`src/core/light_sensor_pkg.sv`:
```
// Constants and carriers shared by the light sensor register set
// Assumes a 200 MHz core clock and a two-wire serial link
package light_sensor_pkg;
  // Register addresses
  localparam logic [3:0] REG_POWER  = 4'h0;
  localparam logic [3:0] REG_SETUP  = 4'h1;
  localparam logic [3:0] REG_LTH_LO = 4'h2;
  localparam logic [3:0] REG_LTH_HI = 4'h3;
  localparam logic [3:0] REG_HTH_LO = 4'h4;
  localparam logic [3:0] REG_HTH_HI = 4'h5;
  localparam logic [3:0] REG_ALERT  = 4'h6;
  localparam logic [3:0] REG_RSV7   = 4'h7;
  localparam logic [3:0] REG_FTEST  = 4'h8;
  localparam logic [3:0] REG_RSV9   = 4'h9;
  localparam logic [3:0] REG_REV    = 4'ha;
  localparam logic [3:0] REG_BLOCK  = 4'hb;
  localparam logic [3:0] REG_CHA_LO = 4'hc;
  localparam logic [3:0] REG_CHA_HI = 4'hd;
  localparam logic [3:0] REG_CHB_LO = 4'he;
  localparam logic [3:0] REG_CHB_HI = 4'hf;
  // Pointer byte fields
  localparam int CMD_SEL_BIT = 7;
  localparam int CMD_CLR_BIT = 6;
  localparam int CMD_BLK_BIT = 4;
  // Reset values, masks, block count and power-up code
  localparam logic [7:0] PTR_RST     = 8'h00;
  localparam logic [1:0] POWER_RST   = 2'h0;
  localparam logic [7:0] SETUP_RST   = 8'h02;
  localparam logic [7:0] SETUP_MASK  = 8'h1b;
  localparam logic [7:0] BLOCK_COUNT = 8'h04;
  localparam logic [1:0] POWER_UP    = 2'h3;
  // Setup register fields
  localparam int GAIN_BIT   = 4;
  localparam int MANUAL_BIT = 3;
  localparam logic [1:0] INTEGRATION_PERIOD_SELECT_SHORT  = 2'h0;
  localparam logic [1:0] INTEGRATION_PERIOD_SELECT_MID    = 2'h1;
  localparam logic [1:0] INTEGRATION_PERIOD_SELECT_LONG   = 2'h2;
  localparam logic [1:0] INTEGRATION_PERIOD_SELECT_MANUAL = 2'h3;
  // Timing
  localparam int CLK_NS          = 5;
  localparam int INTEGRATION_PERIOD_SELECT_SHORT_US  = 13700;
  localparam int INTEGRATION_PERIOD_SELECT_MID_US    = 101000;
  localparam int INTEGRATION_PERIOD_SELECT_LONG_US   = 402000;
  localparam int INTEGRATION_PERIOD_SELECT_SHORT_CYC = INTEGRATION_PERIOD_SELECT_SHORT_US * 1000 / CLK_NS;
  localparam int INTEGRATION_PERIOD_SELECT_MID_CYC   = INTEGRATION_PERIOD_SELECT_MID_US * 1000 / CLK_NS;
  localparam int INTEGRATION_PERIOD_SELECT_LONG_CYC  = INTEGRATION_PERIOD_SELECT_LONG_US * 1000 / CLK_NS;
  localparam int TMR_W           = 27;

  typedef struct packed {
    logic [15:0] chan_b;
    logic [15:0] chan_a;
  } adc_pair_s;

  typedef struct packed {
    logic       start;
    logic       stop;
    logic       first;
    logic       rx_valid;
    logic [7:0] rx_data;
    logic       tx_req;
  } link_evt_s;
endpackage

```
`src/core/i2c_byte_link.sv`:
```
// Two-wire slave byte engine: start/stop, address match, ack, bytes
// Assumes the core clock is many times the serial clock rate
`timescale 1ns/1ps
module i2c_byte_link
  import light_sensor_pkg::*;
(
  // Clock and reset
  input  wire logic       clk,
  input  wire logic       rst_n,
  // Open-drain pins
  input  wire logic       scl_i,
  input  wire logic       sda_i,
  output logic            sda_o,
  output logic            sda_oe,
  // Register side
  input  wire logic [6:0] dev_addr,
  input  wire logic [7:0] tx_data,
  output link_evt_s       evt
);
  typedef enum logic [4:0] {
    ST_IDLE = 5'b00001,
    ST_RXB  = 5'b00010,
    ST_ACK  = 5'b00100,
    ST_TXB  = 5'b01000,
    ST_MACK = 5'b10000
  } link_state_e;

  link_state_e state_ff;
  logic [2:0]  scl_sync_ff;
  logic [2:0]  sda_sync_ff;
  logic [7:0]  shift_ff;
  logic [2:0]  bit_ff;
  logic        addr_ff;
  logic        read_ff;
  logic        first_ff;
  logic        drive_ff;
  logic        scl_rise;
  logic        scl_fall;
  logic        start_det;
  logic        stop_det;

  // Stage 0 feeds stage 1 only; edges are taken from stages 1 and 2
  always_ff @(posedge clk or negedge rst_n) begin
    if (!rst_n) begin
      scl_sync_ff <= 3'h7;
      sda_sync_ff <= 3'h7;
    end else begin
      scl_sync_ff <= {scl_sync_ff[1:0], scl_i};
      sda_sync_ff <= {sda_sync_ff[1:0], sda_i};
    end
  end

  assign scl_rise  = scl_sync_ff[1] & ~scl_sync_ff[2];
  assign scl_fall  = ~scl_sync_ff[1] & scl_sync_ff[2];
  assign start_det = scl_sync_ff[1] & scl_sync_ff[2] & sda_sync_ff[2] & ~sda_sync_ff[1];
  assign stop_det  = scl_sync_ff[1] & scl_sync_ff[2] & ~sda_sync_ff[2] & sda_sync_ff[1];
  // Open drain: only ever pulls low
  assign sda_o     = 1'b0;

  always_ff @(posedge clk or negedge rst_n) begin
    if (!rst_n) begin
      state_ff <= ST_IDLE;
      shift_ff <= 8'h00;
      bit_ff   <= 3'h0;
      addr_ff  <= 1'b0;
      read_ff  <= 1'b0;
      first_ff <= 1'b0;
      drive_ff <= 1'b0;
      sda_oe   <= 1'b0;
      evt      <= '0;
    end else begin
      evt       <= '0;
      evt.start <= start_det;
      evt.stop  <= stop_det;
      if (start_det) begin
        state_ff <= ST_RXB;
        addr_ff  <= 1'b1;
        first_ff <= 1'b1;
        bit_ff   <= 3'h0;
        drive_ff <= 1'b0;
        sda_oe   <= 1'b0;
      end else if (stop_det) begin
        state_ff <= ST_IDLE;
        sda_oe   <= 1'b0;
      end else begin
        unique case (state_ff)
          ST_IDLE: begin
          end
          ST_RXB: if (scl_rise) begin
            shift_ff <= {shift_ff[6:0], sda_sync_ff[1]};
            bit_ff   <= bit_ff + 3'h1;
            if (bit_ff == 3'h7) begin
              addr_ff <= 1'b0;
              if (!addr_ff) begin
                evt.rx_valid <= 1'b1;
                evt.rx_data  <= {shift_ff[6:0], sda_sync_ff[1]};
                evt.first    <= first_ff;
                first_ff     <= 1'b0;
                state_ff     <= ST_ACK;
              end else if (shift_ff[6:0] == dev_addr) begin
                read_ff    <= sda_sync_ff[1];
                evt.tx_req <= sda_sync_ff[1];
                evt.first  <= 1'b1;
                state_ff   <= ST_ACK;
              end else begin
                state_ff <= ST_IDLE;
              end
            end
          end
          ST_ACK: if (scl_fall) begin
            if (!drive_ff) begin
              drive_ff <= 1'b1;
              sda_oe   <= 1'b1;
            end else begin
              drive_ff <= 1'b0;
              bit_ff   <= 3'h0;
              if (read_ff) begin
                state_ff <= ST_TXB;
                sda_oe   <= ~tx_data[7];
                shift_ff <= {tx_data[6:0], 1'b0};
              end else begin
                state_ff <= ST_RXB;
                sda_oe   <= 1'b0;
              end
            end
          end
          ST_TXB: if (scl_fall) begin
            bit_ff <= bit_ff + 3'h1;
            if (bit_ff == 3'h7) begin
              sda_oe   <= 1'b0;
              state_ff <= ST_MACK;
            end else begin
              sda_oe   <= ~shift_ff[7];
              shift_ff <= {shift_ff[6:0], 1'b0};
            end
          end
          ST_MACK: begin
            if (scl_rise) begin
              // A nack ends the read; the stop follows from the master
              if (sda_sync_ff[1]) begin
                state_ff <= ST_IDLE;
              end else begin
                evt.tx_req <= 1'b1;
                drive_ff   <= 1'b1;
              end
            end else if (scl_fall && drive_ff) begin
              drive_ff <= 1'b0;
              bit_ff   <= 3'h0;
              state_ff <= ST_TXB;
              sda_oe   <= ~tx_data[7];
              shift_ff <= {tx_data[6:0], 1'b0};
            end
          end
        endcase
      end
    end
  end
endmodule // i2c_byte_link

```
`src/core/light_sensor_register_set.sv`:
```
// Register set of a two-channel light converter behind a two-wire slave
// Assumes the analog front end returns results on adc_in when integration_period_select_end pulses
`timescale 1ns/1ps

// Functional notes
// - Power control at 0h, setup at 1h, alert setup at 6h, sixteen slots.
// - Slots 7h, 9h, Bh reserved; 8h factory test; all read zero.
// - Pointer written first; following reads and writes target that register.
// - Pointer is eight bits and zero after reset.
// - Block flag with pointer 9Bh: device sends count 4 before data.
// - The only block read is the four channel result bytes.
// - Plain reads keep supplying bytes until the host ends them.
// - Power field in bits 1:0; bits 7:2 are written as zero.
// - After writing 03h to power control, it reads back 03h.
// - One setup register drives both channels; reset value 02h.
// - Integration field: 13.7 ms, 101 ms, 402 ms, or manual.
// - Manual bit 1 starts integration, 0 ends it.
// - Interrupt when channel A result is at or below low threshold.
// - Interrupt when channel A result exceeds high threshold.
// - Low threshold bytes at 2h/3h, high threshold bytes at 4h/5h.
// - A first byte with its top bit set becomes the pointer.
// - Results: channel A at Ch/Dh, channel B at Eh/Fh.
// - Pointer address is the low four bits of that byte.
// - Reading a low result byte captures its high byte in a shadow.
// - Starts powered down; 03h powers up and starts converting.
module light_sensor_register_set
  import light_sensor_pkg::*;
#(
  parameter int         SHORT_CYC = INTEGRATION_PERIOD_SELECT_SHORT_CYC,
  parameter int         MID_CYC   = INTEGRATION_PERIOD_SELECT_MID_CYC,
  parameter int         LONG_CYC  = INTEGRATION_PERIOD_SELECT_LONG_CYC,
  parameter logic [6:0] DEV_ADDR  = 7'h29,
  // Arbitrary value
  parameter logic [7:0] PART_REV  = 8'h5a
)(
  // Clock and reset
  input  wire logic      clk,
  input  wire logic      rstn,
  // Two-wire pins
  input  wire logic      scl_i,
  input  wire logic      sda_i,
  output logic           sda_o,
  output logic           sda_oe,
  // Converter front end
  input  wire adc_pair_s adc_in,
  output logic           integrating,
  output logic           integration_period_select_end,
  output logic           gain_high,
  output logic           powered,
  // Interrupt
  output logic           int_n
);
  if (SHORT_CYC < 1 || MID_CYC < 1 || LONG_CYC < 1 || LONG_CYC >= (1 << TMR_W)) begin : g_chk
    $error("integration cycle counts out of range");
  end

  logic [1:0]       rst_sync_ff;
  logic             rst_n;
  link_evt_s        evt;
  logic [7:0]       pointer_ff;
  logic [3:0]       cursor_ff;
  logic             skip_ff;
  logic [1:0]       power_ff;
  logic [7:0]       setup_ff;
  logic [15:0]      low_th_ff;
  logic [15:0]      high_th_ff;
  logic [5:0]       alert_ff;
  adc_pair_s        result_ff;
  logic [7:0]       shadow_ff;
  logic [7:0]       tx_ff;
  logic [7:0]       rd_val;
  logic [3:0]       rd_addr;
  logic [TMR_W-1:0] tmr_ff;
  logic [TMR_W-1:0] period;
  logic             integration_period_select_end_ff;
  logic             integrating_ff;
  logic             manual_d_ff;
  logic             int_ff;
  logic             cmd_byte;
  logic             data_wr;
  logic             rd_first;
  logic             blk_sel;
  logic             blk_count;
  logic             is_up;
  logic             manual_mode;
  logic             int_set;
  logic             int_clr;

  // Reset release through two flip-flops
  always_ff @(posedge clk or negedge rstn) begin
    if (!rstn) begin
      rst_sync_ff <= 2'b00;
    end else begin
      rst_sync_ff <= {rst_sync_ff[0], 1'b1};
    end
  end
  assign rst_n = rst_sync_ff[1];

  i2c_byte_link u_link (
    .clk      (clk),
    .rst_n    (rst_n),
    .scl_i    (scl_i),
    .sda_i    (sda_i),
    .sda_o    (sda_o),
    .sda_oe   (sda_oe),
    .dev_addr (DEV_ADDR),
    .tx_data  (tx_ff),
    .evt      (evt)
  );

  // Decode of link events
  assign cmd_byte  = evt.rx_valid & evt.first & evt.rx_data[CMD_SEL_BIT];
  assign data_wr   = evt.rx_valid & ~evt.first & ~skip_ff;
  assign rd_first  = evt.tx_req & evt.first;
  assign blk_sel   = pointer_ff[CMD_BLK_BIT] & (pointer_ff[3:0] == REG_BLOCK);
  assign blk_count = rd_first & blk_sel;
  assign rd_addr   = rd_first ? pointer_ff[3:0] : cursor_ff;

  // Pointer and byte cursor; a first byte with top bit clear is dropped
  always_ff @(posedge clk or negedge rst_n) begin
    if (!rst_n) begin
      pointer_ff <= PTR_RST;
      cursor_ff  <= 4'h0;
      skip_ff    <= 1'b0;
    end else if (cmd_byte) begin
      pointer_ff <= evt.rx_data;
      cursor_ff  <= evt.rx_data[3:0];
      // A block write carries a count byte first, which is not data
      skip_ff    <= evt.rx_data[CMD_BLK_BIT];
    end else if (evt.rx_valid) begin
      skip_ff <= 1'b0;
      if (data_wr) begin
        cursor_ff <= cursor_ff + 4'h1;
      end
    end else if (blk_count) begin
      cursor_ff <= REG_CHA_LO;
    end else if (evt.tx_req) begin
      cursor_ff <= rd_addr + 4'h1;
    end
  end

  // Writable registers; reserved, test, revision and results ignore writes
  always_ff @(posedge clk or negedge rst_n) begin
    if (!rst_n) begin
      power_ff   <= POWER_RST;
      setup_ff   <= SETUP_RST;
      low_th_ff  <= 16'h0000;
      high_th_ff <= 16'h0000;
      alert_ff   <= 6'h00;
    end else if (data_wr) begin
      case (cursor_ff)
        REG_POWER:  power_ff <= evt.rx_data[1:0];
        REG_SETUP:  setup_ff <= evt.rx_data & SETUP_MASK;
        REG_LTH_LO: low_th_ff[7:0] <= evt.rx_data;
        REG_LTH_HI: low_th_ff[15:8] <= evt.rx_data;
        REG_HTH_LO: high_th_ff[7:0] <= evt.rx_data;
        REG_HTH_HI: high_th_ff[15:8] <= evt.rx_data;
        REG_ALERT:  alert_ff <= evt.rx_data[5:0];
        default: begin
        end
      endcase
    end
  end

  // Read multiplexer; high result bytes come only from the shadow
  always_comb begin
    rd_val = 8'h00;
    case (rd_addr)
      REG_POWER:  rd_val = {6'h00, power_ff};
      REG_SETUP:  rd_val = setup_ff;
      REG_LTH_LO: rd_val = low_th_ff[7:0];
      REG_LTH_HI: rd_val = low_th_ff[15:8];
      REG_HTH_LO: rd_val = high_th_ff[7:0];
      REG_HTH_HI: rd_val = high_th_ff[15:8];
      REG_ALERT:  rd_val = {2'b00, alert_ff};
      REG_REV:    rd_val = PART_REV;
      REG_CHA_LO: rd_val = result_ff.chan_a[7:0];
      REG_CHB_LO: rd_val = result_ff.chan_b[7:0];
      REG_CHA_HI: rd_val = shadow_ff;
      REG_CHB_HI: rd_val = shadow_ff;
      default:    rd_val = 8'h00;
    endcase
  end

  // Byte handed to the link; loaded well before the serial clock needs it
  always_ff @(posedge clk or negedge rst_n) begin
    if (!rst_n) begin
      tx_ff     <= 8'h00;
      shadow_ff <= 8'h00;
    end else if (blk_count) begin
      tx_ff <= BLOCK_COUNT;
    end else if (evt.tx_req) begin
      tx_ff <= rd_val;
      if (rd_addr == REG_CHA_LO) begin
        shadow_ff <= result_ff.chan_a[15:8];
      end else if (rd_addr == REG_CHB_LO) begin
        shadow_ff <= result_ff.chan_b[15:8];
      end
    end
  end

  // Integration timing shared by both channels
  assign is_up       = power_ff == POWER_UP;
  assign manual_mode = setup_ff[1:0] == INTEGRATION_PERIOD_SELECT_MANUAL;

  always_comb begin
    unique case (setup_ff[1:0])
      INTEGRATION_PERIOD_SELECT_SHORT:  period = SHORT_CYC[TMR_W-1:0];
      INTEGRATION_PERIOD_SELECT_MID:    period = MID_CYC[TMR_W-1:0];
      INTEGRATION_PERIOD_SELECT_LONG:   period = LONG_CYC[TMR_W-1:0];
      INTEGRATION_PERIOD_SELECT_MANUAL: period = LONG_CYC[TMR_W-1:0];
    endcase
  end

  // Changing the period mid-cycle may cut one period short; the next is exact
  always_ff @(posedge clk or negedge rst_n) begin
    if (!rst_n) begin
      tmr_ff <= '0;
    end else if (!is_up || manual_mode || tmr_ff >= period - 1'b1) begin
      tmr_ff <= '0;
    end else begin
      tmr_ff <= tmr_ff + 1'b1;
    end
  end

  always_ff @(posedge clk or negedge rst_n) begin
    if (!rst_n) begin
      integration_period_select_end_ff   <= 1'b0;
      integrating_ff <= 1'b0;
      manual_d_ff    <= 1'b0;
    end else begin
      manual_d_ff    <= is_up & manual_mode & setup_ff[MANUAL_BIT];
      integrating_ff <= is_up & (~manual_mode | setup_ff[MANUAL_BIT]);
      integration_period_select_end_ff   <= is_up & (manual_mode
                        ? (manual_d_ff & ~setup_ff[MANUAL_BIT])
                        : (tmr_ff >= period - 1'b1));
    end
  end

  // Results are taken as a pair; a block read can still take channel B from a later conversion than A
  always_ff @(posedge clk or negedge rst_n) begin
    if (!rst_n) begin
      result_ff <= '0;
    end else if (integration_period_select_end_ff) begin
      result_ff <= adc_in;
    end
  end

  // Threshold interrupt on channel A; a set in the clear cycle wins
  assign int_set = integration_period_select_end_ff & (alert_ff[5:4] != 2'b00)
                   & ((adc_in.chan_a <= low_th_ff)
                   | (adc_in.chan_a > high_th_ff));
  assign int_clr = cmd_byte & evt.rx_data[CMD_CLR_BIT];

  always_ff @(posedge clk or negedge rst_n) begin
    if (!rst_n) begin
      int_ff <= 1'b0;
    end else begin
      int_ff <= int_set | (int_ff & ~int_clr);
    end
  end

  assign int_n       = ~int_ff;
  assign integrating = integrating_ff;
  assign integration_period_select_end   = integration_period_select_end_ff;
  assign gain_high   = setup_ff[GAIN_BIT];
  assign powered     = is_up;

  AST_PTR_RESET: assert property (
    @(posedge clk) $rose(rst_n) |-> pointer_ff == 8'h00)
    else $error("pointer not zero after reset");

  AST_SETUP_RESET: assert property (
    @(posedge clk) $rose(rst_n) |-> setup_ff == 8'h02 && power_ff == 2'h0)
    else $error("setup or power reset value wrong");

  AST_PTR_LOAD: assert property (
    @(posedge clk) disable iff (!rst_n)
    cmd_byte |=> pointer_ff[3:0] == $past(evt.rx_data[3:0]) && cursor_ff == pointer_ff[3:0])
    else $error("pointer not loaded from command byte");

  AST_POWER_READ: assert property (
    @(posedge clk) disable iff (!rst_n)
    rd_first && !blk_sel && pointer_ff[3:0] == 4'h0 |=> tx_ff == {6'h00, power_ff})
    else $error("power control readback wrong");

  AST_BLOCK_COUNT: assert property (
    @(posedge clk) disable iff (!rst_n)
    rd_first && pointer_ff == 8'h9b |=> tx_ff == 8'h04 && cursor_ff == 4'hc)
    else $error("block read count not inserted");

  AST_SHADOW: assert property (
    @(posedge clk) disable iff (!rst_n)
    evt.tx_req && !blk_count && rd_addr == 4'hc
    |=> shadow_ff == $past(result_ff.chan_a[15:8]))
    else $error("shadow not captured on low byte read");

  AST_LOW_INT: assert property (
    @(posedge clk) disable iff (!rst_n)
    integration_period_select_end_ff && alert_ff[5:4] != 2'b00 && adc_in.chan_a <= low_th_ff ##1 !int_clr
    |-> !int_n ##1 !int_n)
    else $error("low threshold interrupt missing");

  AST_HIGH_INT: assert property (
    @(posedge clk) disable iff (!rst_n)
    integration_period_select_end_ff && alert_ff[5:4] != 2'b00 && adc_in.chan_a > high_th_ff |=> !int_n)
    else $error("high threshold interrupt missing");

  AST_POWER_DOWN: assert property (
    @(posedge clk) disable iff (!rst_n)
    power_ff == 2'h0 |=> !integration_period_select_end_ff && !integrating_ff && tmr_ff == '0)
    else $error("activity while powered down");

  AST_SHORT_PERIOD: assert property (
    @(posedge clk) disable iff (!rst_n)
    is_up && setup_ff[1:0] == 2'h0 && $stable(setup_ff) && $stable(power_ff)
    && tmr_ff == SHORT_CYC - 1 |=> integration_period_select_end_ff ##1 !integration_period_select_end_ff)
    else $error("short integration end misplaced");

  AST_MANUAL_END: assert property (
    @(posedge clk) disable iff (!rst_n)
    is_up && manual_mode && $stable(power_ff) && $stable(setup_ff[1:0])
    && $fell(setup_ff[MANUAL_BIT]) |=> integration_period_select_end_ff ##1 !integration_period_select_end_ff)
    else $error("manual stop gave no single end pulse");

  AST_RESERVED_READ: assert property (
    @(posedge clk) disable iff (!rst_n)
    evt.tx_req && !blk_count && (rd_addr == REG_RSV7 || rd_addr == REG_FTEST
    || rd_addr == REG_RSV9 || rd_addr == REG_BLOCK) |=> tx_ff == 8'h00)
    else $error("reserved location read not zero");

  AST_INT_HOLD: assert property (
    @(posedge clk) disable iff (!rst_n)
    !int_n && !int_clr |=> !int_n)
    else $error("interrupt dropped without a clear");

  AST_POWER_UP: assert property (
    @(posedge clk) disable iff (!rst_n)
    data_wr && cursor_ff == REG_POWER && evt.rx_data == 8'h03 |=> powered)
    else $error("power-up write did not power the converter");
endmodule // light_sensor_register_set

```
`config.mk`:
```
export PLATFORM = sky130hd
export DESIGN_NAME = light_sensor_register_set
export DESIGN_NICKNAME = d
export VERILOG_FILES = /design/src/core/light_sensor_pkg.sv /design/src/core/i2c_byte_link.sv /design/src/core/light_sensor_register_set.sv
export SDC_FILE = /design/constraint.sdc
export NUM_CORES = 1
export LEC_CHECK = 0
export BUFFER_PORTS_ARGS = -buffer_cell sky130_fd_sc_hd__buf_2
export CORE_MARGIN = 10
export CORE_UTILIZATION = 31
export CTS_BUF_LIST = sky130_fd_sc_hd__clkbuf_4
export CTS_CLUSTER_DIAMETER = 50
export CTS_CLUSTER_SIZE = 8
export DETAILED_ROUTE_END_ITERATION = 10
export GPL_TIMING_DRIVEN = 0
export HOLD_SLACK_MARGIN = 0.05
export PLACE_DENSITY = 0.45
export SLEW_MARGIN = 20
export SYNTH_ARGS = -nofsm -noshare
export SYNTH_HDL_FRONTEND = slang
export SYNTH_SLANG_ARGS = --single-unit
```
`constraint.sdc`:
```
create_clock -name clk -period 10.2 [get_ports clk]
set_clock_uncertainty 0.15 [all_clocks]
set_input_delay 0 -clock clk [delete_from_list [all_inputs] [get_ports clk]]
set_output_delay 0 -clock clk [all_outputs]
set_load 0.01 [all_outputs]
```
Word-level counts from Yosys, hierarchy flattened

Index checks and enable logic that the tools add are counted.

Reductions and logical operators: 39
Add/subtract/negate cells: 5
Eq/ne operators: 57
Bitwise logic cells: 41
Order comparisons: 3
Mux-type cells: 91

Operators by type and width:

| kind                                                | number |
|---|---|
| 2-to-1 mux 8 bit                                    | 12 |
| one-hot mux 8 bit (11 select lines)                 | 1 |
| one-hot mux 27 bit (3 select lines)                 | 1 |
| 2-to-1 mux 5 bit                                    | 12 |
| 2-to-1 mux 11 bit                                   | 4 |
| 2-to-1 mux 1 bit                                    | 36 |
| != test 4 x 1 -> 1 bit, second input constant       | 8 |
| one-hot mux 8 bit (4 select lines)                  | 1 |
| 2-to-1 mux 4 bit                                    | 7 |
| adder 27 x 1 -> 27 bit, second input constant       | 1 |
| greater-or-equal comparator 27 bit                  | 1 |
| 2-to-1 mux 27 bit                                   | 1 |
| 2-to-1 mux 3 bit                                    | 9 |
| subtractor 27 x 1 -> 27 bit, second input constant  | 1 |
| equality test 4 x 3 -> 1 bit, second input constant | 6 |
| equality test 4 bit, second input constant          | 6 |
| AND 1 bit                                           | 23 |
| one-hot mux 5 bit (4 select lines)                  | 1 |
| equality test 4 x 2 -> 1 bit, second input constant | 4 |
| > comparator 16 bit                                 | 1 |
| less-or-equal comparator 16 bit                     | 1 |
| AND reduction 2 bit                                 | 8 |
| != test 3 x 1 -> 1 bit, second input constant       | 5 |
| inverter 1 bit                                      | 15 |
| other kinds (41)                                    | 71 |

Output and inout bits: 7
Logic and storage cells: 270
Bits in registers: 173

Logic depth before layout (Yosys ltp)

Gate-level depths: netlist of the first run.

Depth in word-level cells: 8
Mapped depth: 12
Depth with buffers taken out: 10

Modules after synthesis

From an unflattened synthesis of the first run, not the netlist that was laid out.

Cell total of the unflattened synthesis: 920
Area, all modules: 9,754.4 sq um

Modules (own cells, without submodules):

| module                    | area each (sq um) | times used | cells each | seq. area each (sq um) |
|---|---|---|---|---|
| light_sensor_register_set | 7,601.0           | 1          | 719        | 3,379.5 |
| i2c_byte_link             | 2,153.3           | 1          | 201        | 1,009.7 |

Least setup slack after synthesis of the first run

Ideal clock, no wire load.

Path kind: register to register
Start: register setup_ff[1]
End: register tmr_ff[10]
Data required time: 9,977 ps
Arrival: 2,698 ps
Cell stages (with the launch flop): 12
Path slack: 7,279 ps
Path through: dfstp_2 -> inv_1 -> nand2_1 -> inv_1 -> ha_1 -> a21o_1 -> a21o_1 -> a21o_1 -> a2111oi_0 -> nand2_1 -> clkbuf_1 -> nor2_1

Word-level cells in the longest chain between the ends: 7
Elaborated cells between the ends (all ways): 11
Classes of those cells: add/sub: 1; order compare: 1; eq/ne: 3; mux: 2; reduce/logical: 4

RTL lines:

| item                                   | line                                                               | source |
|---|---|---|
| start, declared                        | light_sensor_register_set.sv:64                                    | `logic [7:0] setup_ff;` |
| start signal, assigned                 | light_sensor_register_set.sv:153                                   | `REG_SETUP: setup_ff <= evt.rx_data & SETUP_MASK;` |
| equality test 2 bit (on tied branches) | light_sensor_register_set.sv:204, light_sensor_register_set.sv:207 |  |
| OR reduction 2 bit (no line)           | n/a                                                                |  |
| one-hot mux 27 bit (3 select lines)    | light_sensor_register_set.sv:207                                   | `unique case (setup_ff[1:0])` |
| subtractor 27 x 1 -> 27 bit            | light_sensor_register_set.sv:219                                   | `end else if (!is_up \|\| manual_mode \|\| tmr_ff >= period - 1'b1) begin` |
| greater-or-equal comparator 27 bit     | light_sensor_register_set.sv:219                                   |  |
| logical OR 1 bit *                     | light_sensor_register_set.sv:219                                   |  |
| 2-to-1 mux 27 bit *                    | light_sensor_register_set.sv:219                                   |  |
| end signal, assigned                   | light_sensor_register_set.sv:222                                   | `tmr_ff <= tmr_ff + 1'b1;` |
| end, declared                          | light_sensor_register_set.sv:73                                    | `logic [TMR_W-1:0] tmr_ff;` |

Every way passes the cells marked *; elsewhere a longest branch is shown, timed or not. The select of a mux whose other input is x is not followed.
A chain may end at the register's enable or synchronous reset.

Worst setup path in the final report of the first run

Start: register u_link.evt[10] (netlist name)
End: register tx_ff[3]

Word-level cells in the longest chain between the ends: 7
Elaborated cells between the ends (all ways): 20
Classes of those cells: eq/ne: 11; mux: 4; bitwise: 2; reduce/logical: 3

RTL lines:

| item                                | line                             | source |
|---|---|---|
| AND 1 bit *                         | light_sensor_register_set.sv:114 | `assign rd_first = evt.tx_req & evt.first;` |
| 2-to-1 mux 4 bit                    | light_sensor_register_set.sv:117 | `assign rd_addr = rd_first ? pointer_ff[3:0] : cursor_ff;` |
| equality test 4 bit                 | light_sensor_register_set.sv:168 | `case (rd_addr)` |
| OR reduction 2 bit (no line)        | n/a                              |  |
| one-hot mux 8 bit (11 select lines) | light_sensor_register_set.sv:168 |  |
| 2-to-1 mux 8 bit                    | light_sensor_register_set.sv:192 | `end else if (evt.tx_req) begin` |
| 2-to-1 mux 8 bit                    | light_sensor_register_set.sv:190 | `end else if (blk_count) begin` |
| end signal, assigned                | light_sensor_register_set.sv:193 | `tx_ff <= rd_val;` |
| end, declared                       | light_sensor_register_set.sv:70  | `logic [7:0] tx_ff;` |

Marks and branches as above.

==> results.ini, run 1 <==
[layout]
layout.filler_cells=2973
layout-drive-gt1-share_pct=17.6
finish.net_count=1136
finish.instance_area_um2=11100
area.growth.synth_to_final_pct=18.7

[synthesis]
ys_seq_area_share_pct=46.4
syn_area_um2=9360
postSynth.topFlopCell=dfrtp_1
synth-seq-cells=173
synth.avg_cell_area_um2=10.4
synth_area_leader_cell=dfrtp_1
synthArstFlopShare_pct=100
yosys-top-cells-area=dfrtp_1, mux2_2, ha_1
ys.warnings.count=0
syn_inst_count=904
number_of_enable_flip_flop_cells_after_synthesis=0
yosysTopAreaCellShare_pct=44.1
post_synth_num_cell_types=65

[outcome]
status=finished clean

[place]
placement.cell_area_um2=10100
gp_routability_congestion=0.864
port-buffer-count=41
place.detailed.hpwl_um=19000

[floorplan]
dieArea_um2=37500
die-height_um=194
floorplan.die.width_um=194
placeableCoreArea_um2=29700
start_util_pct=31.5
io_pins=43
floorplan.rows=63

[critical_path]
cp.required_ns=10.52
ff2ff_setup_slack_ns=6.27
worstPathMaxFanout=10
setup.worst_path.class=reg2reg
critPathArrivalTime_ns=4.25
worstPathCellList=clkbuf_1, nand2_1, mux2i_1, inv_1, ha_1, or2_2, clkbuf_1, a222oi_1, o22ai_1, a311oi_1, o2bb2ai_1
worstPathBufferInverterCount=3
timing.critical_path.to_type=flop
worst_path_largest_cell_delay_ns=0.54
worstRegToRegCells=11
critical-path-top-cell-by-count=clkbuf_1
worst_setup_path_start_kind=flop
timing.rr.end=tx_ff[3]
rr_startpoint=u_link.evt[10]
critical-path-slowest-cell=a311oi_1
worst_path_dominant_cell_family=compound AO/OA/AOI/OAI gates

[grt]
gr_overflow_total=0
grt.total_usage_pct=14.0
grt_pass1_wl_um=42200
grt_start_max_net_pins=52
first_global_vias=7363
antenna_found_initial=1

[routing]
drt-pass1-iter-count=8
dr.first_iter.drc_count=467
total_routed_length_um=26200
drc=0
drt.antenna.violating_nets=0
wire_per_inst_um=18.2
number_of_vias_in_the_routed_layout=7234
via_to_cell_ratio=5.02

[power]
cellLeakagePower_nw=4.94
cellInternalPower_mw=0.876
netSwitchingFraction_pct=27.5
power_frac_clock_pct=33.8
peakVddDrop_uv=62.4
powerDensity_nw_per_um2=109
pwr-share-comb_pct=7.2
p_total_mw=1.21
netSwitchingPower_mw=0.332
pwr-share-seq_pct=58.9

[clock_tree]
post_cts.resized_instances=0
clock_buffers_created_by_tritoncts=17
clk_transition_reported_paths_ns=0.15
cts-root-to-sink-buffers=2
worst_skew_pair.late_latency_ns=0.61
cts_root_buf=clkbuf_4
htree_num_levels=4
post_cts_buffers=0
tritoncts=built
hold_buffers=67
clkSinkCount=173

[sta]
finalCritPeriodShare_pct=38.5
grt_setup_unrepaired=false
achievable-frequency_mhz=255
setup-violations-final=0
setup_tns_ns=0
worst_pin_slew_ns=0.894
drv_slew=0
report.final.hold_viol_count=0
timing.slew.headroom_pct=40.0
layout_min_cycle_time_ns=3.93

[worst_hold_path]
worst_hold_path.endpoint=result_ff[8]
timing.hold.worst.start=adc_in[8]
hold-path-cell-count=3
hold_path.class=in2reg

[job]
cap_violations=0

-- kinds of logic after synthesis --
| logic type | after synthesis | share of synthesized area (%) |
|---|---|---|
| flops | 173 | 46.4 |
| simple gates | 263 | 13.1 |
| fa+ha+maj | 63 | 8.42 |
| xor+xnor | 32 | 3.00 |
| buf+inv | 91 | 3.73 |
| compound gates | 176 | 13.0 |
| other cells | 2 | 0.0803 |
| mux | 104 | 12.3 |
-- worst max-delay path by stage --
stage | from | endpoint | cells after the start | slack [ns]
floorplan | rst_sync_ff[1] | alert_ff[0] | 0 | 4.89
global placement | rst_sync_ff[1] | result_ff[28] | 0 | 2.41
detailed placement | u_link.evt[10] | tx_ff[3] | 11 | 6.27
CTS | u_link.evt[10] | tx_ff[3] | 11 | 6.22
global route | u_link.evt[10] | tx_ff[3] | 11 | 6.01
finish | u_link.evt[10] | tx_ff[3] | 11 | 6.27
-- tightest hold or removal path: stages --
cell and delay (ns):
dlygate4sd3_1 0.52, buf_2 0.13, mux2_2 0.14
-- power by group through the flow --
| stage | clock, mW | sequential [mW] | combinational (mW) |
|---|---|---|---|
| global placement | 0 | 0.735 | 0.0544 |
| CTS | 0.429 | 0.713 | 0.0887 |
| global route | 0.458 | 0.715 | 0.0986 |
| finish | 0.409 | 0.712 | 0.0873 |
| detailed placement | 0 | 0.725 | 0.0688 |
| floorplan | 0 | 0.728 | 0.0360 |
-- final cells by class --
| class | count | area (um2) | area share (%) |
|---|---|---|---|
| diodes | 2 | 5.00 | 0.0451 |
| plain buffers | 33 | 131 | 1.18 |
| clock buffers | 17 | 128 | 1.15 |
| clock inverters | 15 | 150 | 1.35 |
| inverters | 58 | 218 | 1.96 |
| multi-input cells | 642 | 4680 | 42.2 |
| flip-flops and latches | 173 | 4340 | 39.1 |
| well taps | 390 | 488 | 4.39 |
| repair buffers | 112 | 958 | 8.63 |
-- state kept, by name, indices dropped and copies added, names as in the netlist, 2 cells and up --
register and cells:
u_link.sda_sync_ff 3, u_link.evt 11, result_ff 32, high_th_ff 16
power_ff 2, setup_ff 4, u_link.bit_ff 3, u_link.state_ff 5
cursor_ff 4, u_link.scl_sync_ff 3, tmr_ff 27, tx_ff 8
u_link.shift_ff 8, rst_sync_ff 2, low_th_ff 16, shadow_ff 8
pointer_ff 5, alert_ff 6
-- layout by cell type, fill, tap and decap left out, drive strengths merged, types with 4 or more instances in the layout --
cell	instances
a21o	7
ha	63
a311oi	5
and2	10
a21oi	43
o211ai	6
nand3	32
mux2	90
and3	7
conb	4
clkbuf	47
nor4	4
a222oi	6
nor3	10
buf	48
nor2	63
o21ai	35
mux2i	14
xnor2	13
xor2	19
nor2b	4
nand2	97
a22oi	6
a221oi	6
and4	4
nand4	18
o32ai	5
o2bb2ai	7
dfrtp	165
o22ai	4
a31oi	9
inv	67
a32oi	4
dlygate4sd3	67
a211oi	5
dfstp	8
-- metrics by stage --
stage,instances,hold WS [ns],worst slack [ns],utilization (%)
floorplan,906,-0.446,4.89,-
global placement,1337,-0.363,2.41,33.8
detailed placement,1341,-0.360,6.27,34.2
CTS,1440,0.0515,6.22,37.3
global route,1442,0.0515,6.01,37.4
finish,1442,0.0882,6.27,37.4
-- layer usage --
metal / share of wire (%) / vias to the layer above / GRT usage, %
met4: 1.2 / 0 / 3.35
met2: 46 / 135 / 22.3
met3: 3.9 / 20 / 2.84
met5: 0 / - / 0
met1: 49 / 3560 / 18.9
li1: - / 3519 / -
-- cell usage after synthesis (9+ instances only) --
master and instances:
and2_1 10, xor2_1 19, ha_1 63, clkbuf_1 30, nor3_1 10, o21ai_0 33, dfrtp_1 165, mux2_2 90
a31oi_1 9, nand4_1 18, a21oi_1 43, nand3_1 32, nor2_1 63, nand2_1 97, mux2i_1 14, inv_1 57
xnor2_1 13
Power figures use the tool's default switching activity.
==> inputs of run 2 (changes only) <==
==> constraint.sdc (replaced) <==
create_clock -name clk -period 3.7 [get_ports clk]
set_clock_uncertainty 0.15 [all_clocks]
set_input_delay 0 -clock clk [delete_from_list [all_inputs] [get_ports clk]]
set_output_delay 0 -clock clk [all_outputs]
set_load 0.01 [all_outputs]
==> run 2 against run 1 <==
Compared with the run above: non-clock buffer count shrank 11; core utilization shrank 0.11 points; fmax grew 18%; global-route usage shrank 0.091 points; wire length shrank 0.58%; register-to-register slack lost 5.9 ns; largest power group unchanged; flip-flop and latch count is the same; first-iteration DRC count shrank 19%; critical endpoint is now tx_ff[7].
==> results.ini, run 2 (synthesis gave the netlist of run 1 again) <==
[routing]
number_of_vias_in_the_routed_layout=7202
via_to_cell_ratio=5.04
drt.antenna.violating_nets=0
drt-pass1-iter-count=6
total_routed_length_um=26000
dr.first_iter.drc_count=380
wire_per_inst_um=18.2
drc=0

[clock_tree]
clkSinkCount=173
clk_transition_reported_paths_ns=0.15
cts-root-to-sink-buffers=2
clock_buffers_created_by_tritoncts=17
worst_skew_pair.late_latency_ns=0.60
cts_root_buf=clkbuf_4
tritoncts=built
post_cts_buffers=0
htree_num_levels=4

[sta]
grt_setup_unrepaired=false
achievable-frequency_mhz=301
finalCritPeriodShare_pct=89.8
report.final.hold_viol_count=0
worst_pin_slew_ns=0.990
setup-violations-final=0
layout_min_cycle_time_ns=3.32
drv_slew=0
timing.slew.headroom_pct=33.6

[critical_path]
critical-path-slowest-cell=a222oi_1
worst_path_largest_cell_delay_ns=0.51
timing.critical_path.to_type=flop
worstRegToRegCells=9
setup.worst_path.class=reg2reg
critPathArrivalTime_ns=3.63
worstPathMaxFanout=7
worstPathCellList=nand2_2, mux2i_2, inv_1, ha_1, or2_2, a222oi_1, o32ai_1, a311oi_2, o2bb2ai_1
worst_setup_path_start_kind=flop
rr_startpoint=u_link.evt[0]
ff2ff_setup_slack_ns=0.38
cp.required_ns=4.01
timing.rr.end=tx_ff[7]

[place]
place_inst=1340
port-buffer-count=41
place.detailed.hpwl_um=19000
gp_routability_congestion=0.838

[grt]
grt.total_usage_pct=13.9
first_global_vias=7414
antenna_found_initial=1
gr_overflow_total=0
grt_start_max_net_pins=53
grt_pass1_wl_um=42100

[worst_hold_path]
worst_hold_path.endpoint=result_ff[0]
hold_path.class=in2reg
hold-path-cell-count=3
timing.hold.worst.start=adc_in[0]

[layout]
post-route-util_pct=37.2
final_common_cell=dfrtp_1
largest_reg_flops=32
largest-register=result_ff
most-common-layout-cells=dfrtp_1, nand2_1, mux2_2
post_layout_nonfiller_instances=1430
layout.filler_cells=2977
finish.net_count=1125
layout-drive-gt1-share_pct=18.6
largestRegisters=result_ff x32, tmr_ff x27
area.growth.synth_to_final_pct=18.3

[power]
peakVddDrop_uv=184
cellLeakagePower_nw=4.93
powerDensity_nw_per_um2=306

[floorplan]
start_util_pct=31.5
die-height_um=194
floorplan.rows=63
placeableCoreArea_um2=29700
dieArea_um2=37500
floorplan.die.width_um=194
io_pins=43

[job]
cap_violations=0

[outcome]
status=finished clean

[run 2: cell count changes in the layout (fill, tap and decap cells not counted), moves of 2 or more]
cell           before  now
a311oi_1            5    3
inv_6               8    6
dlygate4sd3_1      67   59
clkinvlp_4          3    1
a311oi_2            0    2
clkinv_4            0    3
clkbuf_2            0    3
clkbuf_1           30   25
[run 2: what timing repair did]
item | 4_1_cts | 5_1_grt
setup endpoints to repair | 31 | 31
resized for setup | 4 | 9
hold buffers | 59 | 0
hold endpoints to repair | 37 | 0
pin swaps | 1 | 1
gates cloned | 0 | 0
[run 2: report_power, final]
part	internal (mW)	total [mW]	switching, mW
Clock	0.434	1.19	0.757
Sequential	1.93	1.96	0.0287
Combinational	0.122	0.239	0.117
Total	2.49	3.39	0.903
[run 2: layout make-up]
cell class                      instances  area (um2)  share of cell area, %
Tap cell                              390         488                   4.41
Buffer                                 31         128                   1.15
Sequential cell                       173        4340                   39.2
Antenna cell                            1        2.50                 0.0226
Timing Repair Buffer                  103         878                   7.93
Inverter                               58         218                   1.97
Clock buffer                           18         135                   1.22
Clock inverter                         14         169                   1.53
Multi-Input combinational cell        642        4710                   42.5
[run 2: how the worst max path moves through the flow]
stage	from	slack, ns	cells past startpoint	endpoint
floorplan	rst_sync_ff[1]	0.70	0	alert_ff[0]
global placement	rst_sync_ff[1]	-0.66	0	result_ff[30]
detailed placement	u_link.evt[10]	-0.21	11	tx_ff[3]
CTS	u_link.evt[10]	0.08	10	tx_ff[7]
global route	setup_ff[1]	0.09	11	tmr_ff[8]
finish	u_link.evt[0]	0.38	9	tx_ff[7]
[run 2: worst max-delay path: cells and delay by family, from the launching register on]
kind | cells | cell delay [ns]
buf+inv | 1 | 0.14
compound gates | 4 | 1.13
simple gates | 2 | 0.64
fa+ha+maj | 1 | 0.34
flops | 1 | 0.49
mux | 1 | 0.33
[run 2: layer usage]
metal | global-route usage (%) | vias up | routed length, um
met5 | 0 | - | 0
met4 | 3.40 | 0 | 319
met3 | 2.89 | 17 | 1090
met2 | 21.7 | 123 | 11900
met1 | 19.1 | 3559 | 12700
li1 | - | 3503 | -
[run 2: through the flow]
step	total power, mW	setup TNS (ns)	area (um2)	hold slack (ns)	setup WS [ns]
3_3_place_gp	2.18	-106.19	10100	-0.364	-0.662
2_1_floorplan	2.11	0	9370	-0.446	0.699
4_1_cts	3.44	0	11100	0.0517	0.0755
3_5_place_dp	2.19	-0.838	10100	-0.360	-0.213
5_1_grt	3.56	0	11100	0.0503	0.0867
6_report	3.39	0	11100	0.0978	0.378
